==> config.mk <==
export PLATFORM = sky130hd
export DESIGN_NAME = dual_timer
export DESIGN_NICKNAME = d
export VERILOG_FILES = /design/src/pkg/timer_pkg.sv /design/src/pkg/phase_if.sv /design/src/hdl/dual_timer.sv /design/src/hdl/machine_cycle_gen.sv
export VERILOG_INCLUDE_DIRS = /design/src /design/src/pkg
export SDC_FILE = /design/constraint.sdc
export NUM_CORES = 1
export LEC_CHECK = 0
export BUFFER_PORTS_ARGS = -buffer_cell sky130_fd_sc_hd__buf_2
export CORE_ASPECT_RATIO = 1.2
export CORE_MARGIN = 2
export CORE_UTILIZATION = 66
export DETAILED_ROUTE_END_ITERATION = 10
export PLACE_DENSITY = 0.87
export SYNTH_ARGS = -nofsm -noshare
export SYNTH_HDL_FRONTEND = slang
export SYNTH_SLANG_ARGS = --single-unit
==> constraint.sdc <==
create_clock -name clk -period 4.1 [get_ports clk]
set_input_delay 0.82 -clock clk [delete_from_list [all_inputs] [get_ports clk]]
set_output_delay 0.82 -clock clk [all_outputs]
set_load 0.02 [all_outputs]
==> src/pkg/timer_defs.svh <==
// Register addresses, bit positions, reset values and phase counts.
`ifndef TIMER_DEFS_SVH
`define TIMER_DEFS_SVH

// ----------------------------------------------------------------
// Register addresses
// ----------------------------------------------------------------
`define ADDR_TIMER_CONTROL 8'h88
`define ADDR_TIMER_MODE    8'h89
`define ADDR_ZERO_LOW      8'h8A
`define ADDR_ONE_LOW       8'h8B
`define ADDR_ZERO_HIGH     8'h8C
`define ADDR_ONE_HIGH      8'h8D

// ----------------------------------------------------------------
// Reset values
// ----------------------------------------------------------------
`define RST_TIMER_CONTROL  8'h00
`define RST_TIMER_MODE     8'h00
`define RST_COUNT_BYTE     8'h00
`define READ_UNMAPPED      8'h00

// ----------------------------------------------------------------
// Field positions
// ----------------------------------------------------------------
`define MODE_FIELD_WIDTH   4
`define MODE_SEL_LSB       0
`define MODE_CT_BIT        2
`define MODE_GATE_BIT      3
`define CTRL_RUN_ZERO      4
`define CTRL_FLAG_ZERO     5
`define CTRL_RUN_ONE       6
`define CTRL_FLAG_ONE      7
`define CTRL_EXT_LSB       0
`define CTRL_EXT_WIDTH     4

// ----------------------------------------------------------------
// Machine cycle timing, in core clocks
// ----------------------------------------------------------------
`define CLOCKS_PER_MCYCLE  12
`define SAMPLE_PHASE_IDX   9
`define UPDATE_PHASE_IDX   4

// ----------------------------------------------------------------
// Count constants
// ----------------------------------------------------------------
`define PRESCALE_MAX       5'h1F
`define BYTE_MAX           8'hFF
`define BYTE_ONE           8'h01

`endif

==> src/pkg/timer_pkg.sv <==
// Types shared by the timer/counter design files.
package timer_pkg;

  // Order matches the two-bit mode field encoding 00 to 11.
  typedef enum logic [1:0] {
    MODE_PRESCALED,
    MODE_WIDE,
    MODE_RELOAD,
    MODE_SPLIT
  } mode_t;

  typedef struct packed {
    logic       ovf;
    logic [7:0] hi;
    logic [7:0] lo;
  } step_t;

endpackage

==> src/pkg/phase_if.sv <==
// Machine cycle phase strobes passed from the phase generator.
`timescale 1ns/1ps
interface phase_if;
  logic samplePhase;
  logic updatePhase;

  modport gen (output samplePhase, output updatePhase);
  modport user (input samplePhase, input updatePhase);
endinterface

==> src/hdl/dual_timer.sv <==
// Two timer/counters with mode, control and count registers.
`timescale 1ns/1ps
`include "timer_defs.svh"
module dual_timer
  import timer_pkg::*;
(
  // Clock, reset and clock enable
  input  wire logic       clk,
  input  wire logic       nrst,
  input  wire logic       ce,
  // Special function register port
  input  wire logic [7:0] sfrAddr,
  input  wire logic [7:0] sfrWrData,
  input  wire logic       sfrWrEn,
  input  wire logic       sfrRdEn,
  output logic      [7:0] sfrRdData,
  // External pins
  input  wire logic       timerZeroCountPin,
  input  wire logic       timerOneCountPin,
  input  wire logic       extIrqZeroPin,
  input  wire logic       extIrqOnePin,
  // Port latch bits of the alternate pins
  input  wire logic       countLatchZero,
  input  wire logic       countLatchOne,
  input  wire logic       irqLatchZero,
  input  wire logic       irqLatchOne,
  // Interrupt vectoring
  input  wire logic       vectorAckZero,
  input  wire logic       vectorAckOne,
  output logic            timerZeroOverflowFlag,
  output logic            timerOneOverflowFlag
);

  // ----------------------------------------------------------------
  // Phase generator
  // ----------------------------------------------------------------
  phase_if ph ();

  machine_cycle_gen u_gen (
    .clk  (clk),
    .nrst (nrst),
    .ce   (ce),
    .ph   (ph.gen)
  );

  // ----------------------------------------------------------------
  // State
  // ----------------------------------------------------------------
  logic [7:0] timerMode_q;
  logic [7:0] timerMode_d;
  logic [7:0] timerControl_q;
  logic [7:0] timerControl_d;
  logic [7:0] countLow_q  [2];
  logic [7:0] countLow_d  [2];
  logic [7:0] countHigh_q [2];
  logic [7:0] countHigh_d [2];
  logic [1:0] sample_q;
  logic [1:0] sample_d;
  logic [1:0] edgePend_q;
  logic [1:0] edgePend_d;
  logic [7:0] rdData_q;
  logic [7:0] rdData_d;

  logic [1:0] countPin;
  logic [1:0] irqPin;
  logic [1:0] gateBit;
  logic [1:0] ctBit;
  logic [1:0] runBit;
  logic [1:0] ackIn;
  mode_t      mode [2];

  assign ackIn = {vectorAckOne, vectorAckZero};

  // ----------------------------------------------------------------
  // Per-channel field and pin decode
  // ----------------------------------------------------------------
  genvar g;
  generate
    for (g = 0; g < 2; g++) begin : g_ch
      localparam int FB = g * `MODE_FIELD_WIDTH;
      assign gateBit[g] = timerMode_q[FB + `MODE_GATE_BIT];
      assign ctBit[g]   = timerMode_q[FB + `MODE_CT_BIT];
      assign mode[g]    = mode_t'(timerMode_q[FB + `MODE_SEL_LSB +: 2]);
    end
  endgenerate

  assign runBit[0]   = timerControl_q[`CTRL_RUN_ZERO];
  assign runBit[1]   = timerControl_q[`CTRL_RUN_ONE];
  // An alternate pin whose latch holds 0 reads as stuck low.
  assign countPin[0] = timerZeroCountPin & countLatchZero;
  assign countPin[1] = timerOneCountPin & countLatchOne;
  assign irqPin[0]   = extIrqZeroPin & irqLatchZero;
  assign irqPin[1]   = extIrqOnePin & irqLatchOne;

  // ----------------------------------------------------------------
  // One count step in a given mode
  // ----------------------------------------------------------------
  // Only the mode decides how wide the count is and where it rolls over,
  // so both timers share this one description of a step.
  function automatic step_t countStep(mode_t m, logic [7:0] hi,
                                      logic [7:0] lo);
    step_t r;
    r.ovf = 1'b0;
    r.hi  = hi;
    r.lo  = lo;
    unique case (m)
      MODE_PRESCALED: begin
        // Upper three low-byte bits are left untouched.
        r.lo[4:0] = lo[4:0] + 5'h01;
        if (lo[4:0] == `PRESCALE_MAX) begin
          r.hi  = hi + `BYTE_ONE;
          r.ovf = (hi == `BYTE_MAX);
        end
      end
      MODE_WIDE: begin
        {r.ovf, r.hi, r.lo} = {1'b0, hi, lo} + 17'h00001;
      end
      MODE_RELOAD: begin
        if (lo == `BYTE_MAX) begin
          r.lo  = hi;
          r.ovf = 1'b1;
        end else begin
          r.lo  = lo + `BYTE_ONE;
        end
      end
      MODE_SPLIT: begin
        r.lo  = lo + `BYTE_ONE;
        r.ovf = (lo == `BYTE_MAX);
      end
    endcase
    return r;
  endfunction

  // ----------------------------------------------------------------
  // Next-state logic
  // ----------------------------------------------------------------
  logic [1:0] enable;
  logic [1:0] ovfSet;
  logic       splitZero;
  step_t      st;

  always_comb begin
    timerMode_d    = timerMode_q;
    timerControl_d = timerControl_q;
    countLow_d     = countLow_q;
    countHigh_d    = countHigh_q;
    sample_d       = sample_q;
    edgePend_d     = edgePend_q;
    enable         = 2'b00;
    ovfSet         = 2'b00;
    st             = '0;
    splitZero      = (mode[0] == MODE_SPLIT);

    // Pin sampling: remember the last sample and flag a 1-to-0 pair.
    if (ph.samplePhase) begin
      for (int c = 0; c < 2; c++) begin
        edgePend_d[c] = sample_q[c] & ~countPin[c];
        sample_d[c]   = countPin[c];
      end
    end

    if (ph.updatePhase) begin
      for (int c = 0; c < 2; c++) begin
        // Gate clear ignores the pin; gate set needs it high.
        enable[c] = runBit[c] & (~gateBit[c]
                                 | irqPin[c]);
        if (ctBit[c]) begin
          enable[c] = enable[c] & edgePend_q[c];
        end
      end
      // In split mode timer one gives up its run bit; gate and ct bits still apply, and its own split mode stops it.
      if (splitZero) begin
        enable[1] = (~gateBit[1] | irqPin[1]) & (~ctBit[1] | edgePend_q[1]);
      end
      if (mode[1] == MODE_SPLIT) begin
        enable[1] = 1'b0;
      end
      for (int c = 0; c < 2; c++) begin
        if (enable[c]) begin
          st = countStep(mode[c], countHigh_q[c], countLow_q[c]);
          countLow_d[c]  = st.lo;
          countHigh_d[c] = st.hi;
          // Timer one's overflow cannot raise its flag in split mode.
          if (c == 0 || !splitZero) begin
            ovfSet[c] = st.ovf;
          end
        end
      end
      // Split mode high byte: machine cycles under timer one's run bit.
      if (splitZero && runBit[1]) begin
        countHigh_d[0] = countHigh_q[0] + `BYTE_ONE;
        ovfSet[1]      = (countHigh_q[0] == `BYTE_MAX);
      end
      // A pending edge is spent here even when the timer is gated off,
      // so an edge seen while disabled is never counted later.
      edgePend_d = 2'b00;
    end

    // Vector acknowledge clears a flag.
    if (ackIn[0]) begin
      timerControl_d[`CTRL_FLAG_ZERO] = 1'b0;
    end
    if (ackIn[1]) begin
      timerControl_d[`CTRL_FLAG_ONE] = 1'b0;
    end

    // Register writes; count writes override the increment above.
    if (sfrWrEn) begin
      unique case (sfrAddr)
        `ADDR_TIMER_CONTROL: timerControl_d = sfrWrData;
        `ADDR_TIMER_MODE:    timerMode_d    = sfrWrData;
        `ADDR_ZERO_LOW:      countLow_d[0]  = sfrWrData;
        `ADDR_ONE_LOW:       countLow_d[1]  = sfrWrData;
        `ADDR_ZERO_HIGH:     countHigh_d[0] = sfrWrData;
        `ADDR_ONE_HIGH:      countHigh_d[1] = sfrWrData;
        default: ;
      endcase
    end

    // A hardware overflow wins over any clear in the same cycle.
    if (ovfSet[0]) begin
      timerControl_d[`CTRL_FLAG_ZERO] = 1'b1;
    end
    if (ovfSet[1]) begin
      timerControl_d[`CTRL_FLAG_ONE] = 1'b1;
    end
  end

  // ----------------------------------------------------------------
  // Registers
  // ----------------------------------------------------------------
  always_ff @(posedge clk) begin
    if (!nrst) begin
      timerMode_q    <= `RST_TIMER_MODE;
      timerControl_q <= `RST_TIMER_CONTROL;
      countLow_q     <= '{`RST_COUNT_BYTE, `RST_COUNT_BYTE};
      countHigh_q    <= '{`RST_COUNT_BYTE, `RST_COUNT_BYTE};
      sample_q       <= 2'b00;
      edgePend_q     <= 2'b00;
    end else if (ce) begin
      timerMode_q    <= timerMode_d;
      timerControl_q <= timerControl_d;
      countLow_q     <= countLow_d;
      countHigh_q    <= countHigh_d;
      sample_q       <= sample_d;
      edgePend_q     <= edgePend_d;
    end
  end

  // ----------------------------------------------------------------
  // Read data
  // ----------------------------------------------------------------
  // Reads see the registers before this edge's writes and increments,
  // so a read and a write in one cycle return the old value.
  always_comb begin
    rdData_d = rdData_q;
    if (sfrRdEn) begin
      unique case (sfrAddr)
        `ADDR_TIMER_CONTROL: rdData_d = timerControl_q;
        `ADDR_TIMER_MODE:    rdData_d = timerMode_q;
        `ADDR_ZERO_LOW:      rdData_d = countLow_q[0];
        `ADDR_ONE_LOW:       rdData_d = countLow_q[1];
        `ADDR_ZERO_HIGH:     rdData_d = countHigh_q[0];
        `ADDR_ONE_HIGH:      rdData_d = countHigh_q[1];
        default:             rdData_d = `READ_UNMAPPED;
      endcase
    end
  end

  always_ff @(posedge clk) begin
    if (!nrst) begin
      rdData_q <= `READ_UNMAPPED;
    end else if (ce) begin
      rdData_q <= rdData_d;
    end
  end

  assign sfrRdData             = rdData_q;
  assign timerZeroOverflowFlag = timerControl_q[`CTRL_FLAG_ZERO];
  assign timerOneOverflowFlag  = timerControl_q[`CTRL_FLAG_ONE];

endmodule

==> src/hdl/machine_cycle_gen.sv <==
// Divides the core clock into machine cycles and marks two phases.
`timescale 1ns/1ps
`include "timer_defs.svh"
module machine_cycle_gen
  import timer_pkg::*;
#(
  parameter int CLOCKS = `CLOCKS_PER_MCYCLE
) (
  // Clock and reset
  input  wire logic clk,
  input  wire logic nrst,
  input  wire logic ce,
  // Phase strobes
  phase_if.gen      ph
);

  logic [3:0] idx_q;
  logic [3:0] idx_d;

  always_comb begin
    if (idx_q == 4'(CLOCKS - 1)) begin
      idx_d = 4'h0;
    end else begin
      idx_d = idx_q + 4'h1;
    end
  end

  always_ff @(posedge clk) begin
    if (!nrst) begin
      idx_q <= 4'h0;
    end else if (ce) begin
      idx_q <= idx_d;
    end
  end

  assign ph.samplePhase = ce && (idx_q == 4'(`SAMPLE_PHASE_IDX));
  assign ph.updatePhase = ce && (idx_q == 4'(`UPDATE_PHASE_IDX));

endmodule

# Word-level counts from Yosys, hierarchy flattened
# Index checks and enable logic that the tools add are counted.
[op_classes] muxes=48 n_eq_ne=21 bitwise_logic=19 n_reduce_logical=11 n_addsub=9
[ops] cell="$mux W8" count=13
[ops] cell="$eq A8 B8 Y1 const B" count=10
[ops] cell="$mux W16" count=4
[ops] cell="$pmux W8 S6" count=1
[ops] cell="$pmux W5 S4" count=2
[ops] cell="$add A16 B1 Y17 const B" count=2
[ops] cell="$add A8 B1 Y8 const B" count=4
[ops] cell="$pmux W8 S2" count=2
[ops] cell="$mux W9" count=2
[ops] cell="$pmux W3 S3" count=2
[ops] cell="$mux W1" count=16
[ops] cell="$and A1 B1 Y1" count=11
[ops] cell="$add A5 B1 Y5 const B" count=2
[ops] cell="$eq A5 B5 Y1 const B" count=2
[ops] cell="$eq A2 B2 Y1 const B" count=4
[ops] cell="$eq A4 B4 Y1 const B" count=2
[ops] cell="$pmux W1 S4" count=2
[ops] cell="$mux W2" count=3
[ops] cell="$reduce_and A2 Y1" count=3
[ops] cell="$reduce_and A3 Y1" count=2
[ops] cell="$not A1 Y1" count=5
[ops] cell="$add A4 B1 Y4 const B" count=1
[ops] cell="$eq A2 B1 Y1 const B" count=2
[ops] cell="$eq A4 B3 Y1 const B" count=1
[ops] cell="other kinds (5)" count=10
[totals] output_inout_bits=10 word_cells=119 inputBits=31 reg_bits=64

# Logic depth before layout (Yosys ltp)
[depth] word_depth=12 ltp_mapped=9 mapped_depth_nobuf=9

# Hierarchy
# A second synthesis with hierarchy kept.
[unflattened] cells_unflattened=645 hier_area_um2=4916.0
[by_module_without_submodules] module="dual_timer" area_per_inst_um2=4663.2 seq_area_each_um2=1201.2 cells_each=617 n_inst=1
[by_module_without_submodules] module="machine_cycle_gen" area_per_inst_um2=252.7 seq_area_each_um2=80.1 cells_each=28 n_inst=1

# Worst setup path after synthesis
# No wires, ideal clock.
[synth_timing] path_type="input-to-reg" start="input port sfrAddr[6]" end="register timerControl_q[4]" setup_ns=0.116 arrival_time_ns=2.437 path_stages=6 path_slack_ns=1.547 path_buffers=1 required_time_ns=3.984 path_cell_list="or4b_4 > or3_4 > or3_1 > buf_6 > mux2i_1 > nor2b_1"
[synth_via] elab_chain_cells=2
[synth_lines] item="start: declaration" line_no="dual_timer.sv:12" rtl="input wire logic [7:0] sfrAddr,"
[synth_lines] item="$eq A8 B8 Y1" line_no="dual_timer.sv:209" rtl="unique case (sfrAddr)"
[synth_lines] item="$reduce_and A3 Y1 (no line)"
[synth_lines] item="end signal: assignment" line_no="dual_timer.sv:235" rtl="timerControl_q <= `RST_TIMER_CONTROL;"
[synth_lines] item="end signal: assignment" line_no="dual_timer.sv:242" rtl="timerControl_q <= timerControl_d;"
[synth_lines] item="end: declaration" line_no="dual_timer.sv:51" rtl="logic [7:0] timerControl_q;"
# Every way passes these cells.
# A chain may end at the register's enable or synchronous reset.

# Worst setup path in the final report
[layout_timing] start="register countLow_q[0] (netlist bit)" end="register countHigh_q[3] (netlist bit)"
[layout_via] elab_chain_cells=7 word_cells_on_any_way=8 cone_classes="add/sub: 1; eq/ne: 1; mux: 6"
[layout_lines] item="start: declaration" line_no="dual_timer.sv:53" rtl="logic [7:0] countLow_q [2];"
[layout_lines] item="start signal: assignment" line_no="dual_timer.sv:236" rtl="countLow_q <= '{`RST_COUNT_BYTE, `RST_COUNT_BYTE};"
[layout_lines] item="start signal: assignment" line_no="dual_timer.sv:243" rtl="countLow_q <= countLow_d;"
[layout_lines] item="branches (longest 2 deep; another with $add A16 B1 Y17)"
[layout_lines] item="$pmux W8 S2 *" line_no="dual_timer.sv:106" rtl="unique case (m)"
[layout_lines] item="$mux W8 *" line_no="dual_timer.sv:179" rtl="if (enable[c]) begin"
[layout_lines] item="$mux W16 *" line_no="dual_timer.sv:162" rtl="if (ph.updatePhase) begin"
[layout_lines] item="$mux W8" line_no="dual_timer.sv:209"
[layout_lines] item="$mux W16 *" line_no="dual_timer.sv:208" rtl="if (sfrWrEn) begin"
[layout_lines] item="end signal: assignment" line_no="dual_timer.sv:237" rtl="countHigh_q <= '{`RST_COUNT_BYTE, `RST_COUNT_BYTE};"
[layout_lines] item="end signal: assignment" line_no="dual_timer.sv:244" rtl="countHigh_q <= countHigh_d;"
[layout_lines] item="end: declaration" line_no="dual_timer.sv:55" rtl="logic [7:0] countHigh_q [2];"
# Mark *: on every way between the ends.

==> flow_metrics.env <==
export IMPL_status="completed"
export IMPL_cp_top_family="simple AND/OR/NAND/NOR gates"
export IMPL_syn_cell_area_sq_um=4810
export IMPL_synth_top_area_share_pct=26.7
export IMPL_synth_yosys_seq_area_share_pct=26.7
export IMPL_finalCritPeriodShare_pct=67.6
export IMPL_worst_endpoint_required_ns=4.39
export IMPL_numCtsBuffers=9
export IMPL_worst_slack_ns=1.33
export IMPL_slew_viol_final=0
export IMPL_io_pins=41
export IMPL_p_leak_nw=1.90
export IMPL_hpwl_mm=10.8
export IMPL_die_area_sq_um=7980
export IMPL_cpMaxStageDelayCell="dfxtp_1"
export IMPL_cts_resized=0
export IMPL_finalSetupViolations=0
export IMPL_grt_pass1_vias=5001
export IMPL_drive_gt1_share_pct=13.0
export IMPL_yosys_most_used_dff="dfxtp_1"
export IMPL_cts_tree="built"
export IMPL_timing_rr_start="countLow_q[0]$_SDFFE_PN0P_"
export IMPL_drv_cap=0
export IMPL_p_switching_uw=393
export IMPL_antenna_found_initial=0
export IMPL_initial_core_util_pct=67.3
export IMPL_grt_max_degree=73
export IMPL_synth_top_cells_by_count="nand2_1, dfxtp_1, a21oi_1, o21ai_0, mux2i_1"
export IMPL_fp_dieW_microns=81.9
export IMPL_p_sw_share_pct=27.5
export IMPL_clock_sinks=64
export IMPL_postCtsSetupRepairBufs=0
export IMPL_post_synth_cell_area_avg_sq_um=7.78
export IMPL_ctsHoldBuffers=0
export IMPL_rsz0062_at_grt="false"
export IMPL_avgRoutedWirePerCell_microns=21.1
export IMPL_slowest_delay_ns=0.48
export IMPL_clockPowerShare_pct=42.8
export IMPL_synth_top_area_cell="dfxtp_1"
export IMPL_antenna_left=0
export IMPL_seq_power_share_pct=46.2
export IMPL_grt_ovfl_total=0
export IMPL_vias=5308
export IMPL_syn_inst=618
export IMPL_path_common_cell="ha_1"
export IMPL_grt_pass1_wl_mm=25.0
export IMPL_design_core_area_sq_um=7150
export IMPL_worst_pin_slew_ns=0.740
export IMPL_dp_worst_setup_slack_ns=1.21
export IMPL_drcViolationCount=0
export IMPL_min_path_type="reg -> reg"
export IMPL_drt_initial_drc_count=551
export IMPL_utilization_pct=73.0
export IMPL_end_kind="flip-flop"
export IMPL_h_tree_depth=3
export IMPL_synth_cell_types=71
export IMPL_tns_ns=0
export IMPL_track_usage_pct=40.2
export IMPL_crit_chain="ha_1 > nand3_1 > inv_1 > ha_1 > nor2b_1 > a21oi_1 > nor4_1 > mux2i_1 > o21a_1"
export IMPL_clk_pin_slew_ns=0.08
export IMPL_port_buffers=40
export IMPL_path_max_fanout=9
export IMPL_die_h_microns=97.5
export IMPL_fin_nets=675
export IMPL_critPathKind="reg -> reg"
export IMPL_post_synth_top_count_cell="nand2_1"
export IMPL_cp_startpoint="countLow_q[0]$_SDFFE_PN0P_"
export IMPL_skew_ns=0.00820
export IMPL_layout_min_cycle_time_ns=2.77
export IMPL_rows=34
export IMPL_synth_area_leaders="dfxtp_1, mux2i_1, nand2_1"
export IMPL_avgViaCountPerCell=7.27
export IMPL_root_buffer="clkbuf_8"
export IMPL_powerDensity_nw_per_um2=274
export IMPL_cp_start_kind="flip-flop"
export IMPL_hold_start="sfrRdData[3]$_SDFFE_PN0P_"
export IMPL_place_gp_congestion=0.988
export IMPL_wl_mm=15.4
export IMPL_peakVddDrop_mv=0.192
export IMPL_hold_viol=0
export IMPL_comb_power_share_pct=11.0
export IMPL_maxSlewHeadroom_pct=50.7
export IMPL_clockBufferDepth=2
export IMPL_drt_pass1_iter_count=7
export IMPL_ys_warnings_count=0
export IMPL_clock_latency_ns=0.35
export IMPL_async_reset_ff_share_pct=0
export IMPL_timing_critical_path_buf_inv=1
export IMPL_area_growth_pct=8.49
export IMPL_critical_path_arrival_ns=3.06
export IMPL_power_internal_mw=1.04
export IMPL_synth_edf_count=0
export IMPL_ys_seq_elements=64
export IMPL_fmaxAchievable_mhz=361
export IMPL_diodes=0
export IMPL_synth_nets=658
-- final cells by class --
| class | count | area, sq um |
|---|---|---|
| multi-input cells | 495 | 3290 |
| clock inverters | 7 | 95.1 |
| repair buffers | 46 | 245 |
| clock buffers | 9 | 124 |
| fillers | 559 | 1930 |
| inverters | 19 | 71.3 |
| well taps | 90 | 113 |
| flip-flops and latches | 64 | 1280 |
-- routing by layer --
layer  global-route usage [%]  wire [microns]  vias to the layer above
li1                         -               -                     2370
met1                     50.4            5760                     2426
met2                     61.0            6920                      406
met3                     8.09            1610                      106
met4                     26.4            1130                        0
met5                        0               0                        -
-- power by group through the flow --
stage	sequential (mW)	combinational, mW	clock, mW
global placement	0.672	0.148	0
floorplan	0.671	0.0963	0
global route	0.662	0.171	0.639
detailed placement	0.673	0.152	0
finish	0.661	0.157	0.612
CTS	0.659	0.153	0.616
-- cells by family (layout without fill, tap and decap cells) --
logic type / Yosys count / in the layout / synth area share, %
multiplexers: 45 / 45 / 9.79
XOR/XNOR: 3 / 3 / 0.547
flip-flops: 64 / 64 / 26.7
AND/OR/NAND/NOR: 234 / 234 / 27.5
buffers and inverters: 59 / 81 / 5.00
adder cells (fa/ha/maj): 9 / 9 / 2.34
AO/OA/AOI/OAI: 204 / 204 / 28.1
-- final timing paths --
check	to	slack [ns]	cells past startpoint
max	countHigh_q[3]$_SDFFE_PN0P_	1.33	9
min	sfrRdData[3]$_SDFFE_PN0P_	0.47	2
max reg2reg	countHigh_q[3]$_SDFFE_PN0P_	1.33	9
min reg2reg	sfrRdData[3]$_SDFFE_PN0P_	0.47	2
-- sequential cells by signal, indices dropped and copies added (netlist names) --
signal / cells
countHigh_q: 16
countLow_q: 16
edgePend_q: 2
sample_q: 2
sfrRdData: 8
timerControl_q: 8
timerMode_q: 8
u_gen.idx_q: 4
-- worst register-to-register path: cells and delay by family (launching register included) --
family | cells | cell delay (ns)
simple gates | 3 | 1.00
fa+ha+maj | 2 | 0.52
flops | 1 | 0.48
compound gates | 2 | 0.28
mux | 1 | 0.25
buf+inv | 1 | 0.20
-- stage by stage --
step           cells  hold slack, ns  area, sq um  power, mW
5_1_grt          730           0.526         5220       1.47
6_report         730           0.467         5220       1.43
4_1_cts          730           0.465         5220       1.43
3_3_place_gp     714           0.446         5000      0.820
2_1_floorplan    618           0.446         4810      0.767
3_5_place_dp     714           0.456         5000      0.825
-- cell usage in the layout (no fill, tap or decap), types with 11 or more instances in the layout --
| master | instances |
|---|---|
| nand2_1 | 66 |
| dfxtp_1 | 64 |
| a21oi_1 | 47 |
| o21ai_0 | 46 |
| buf_2 | 40 |
| mux2i_1 | 38 |
| nand3_1 | 26 |
| nor2b_1 | 25 |
| nor2_1 | 25 |
| inv_1 | 18 |
| nor3_1 | 17 |
| a31oi_1 | 17 |
| o22ai_1 | 12 |
| nand4_1 | 12 |
| nand2b_1 | 11 |
Note: power is estimated with default switching activity, not from simulation.
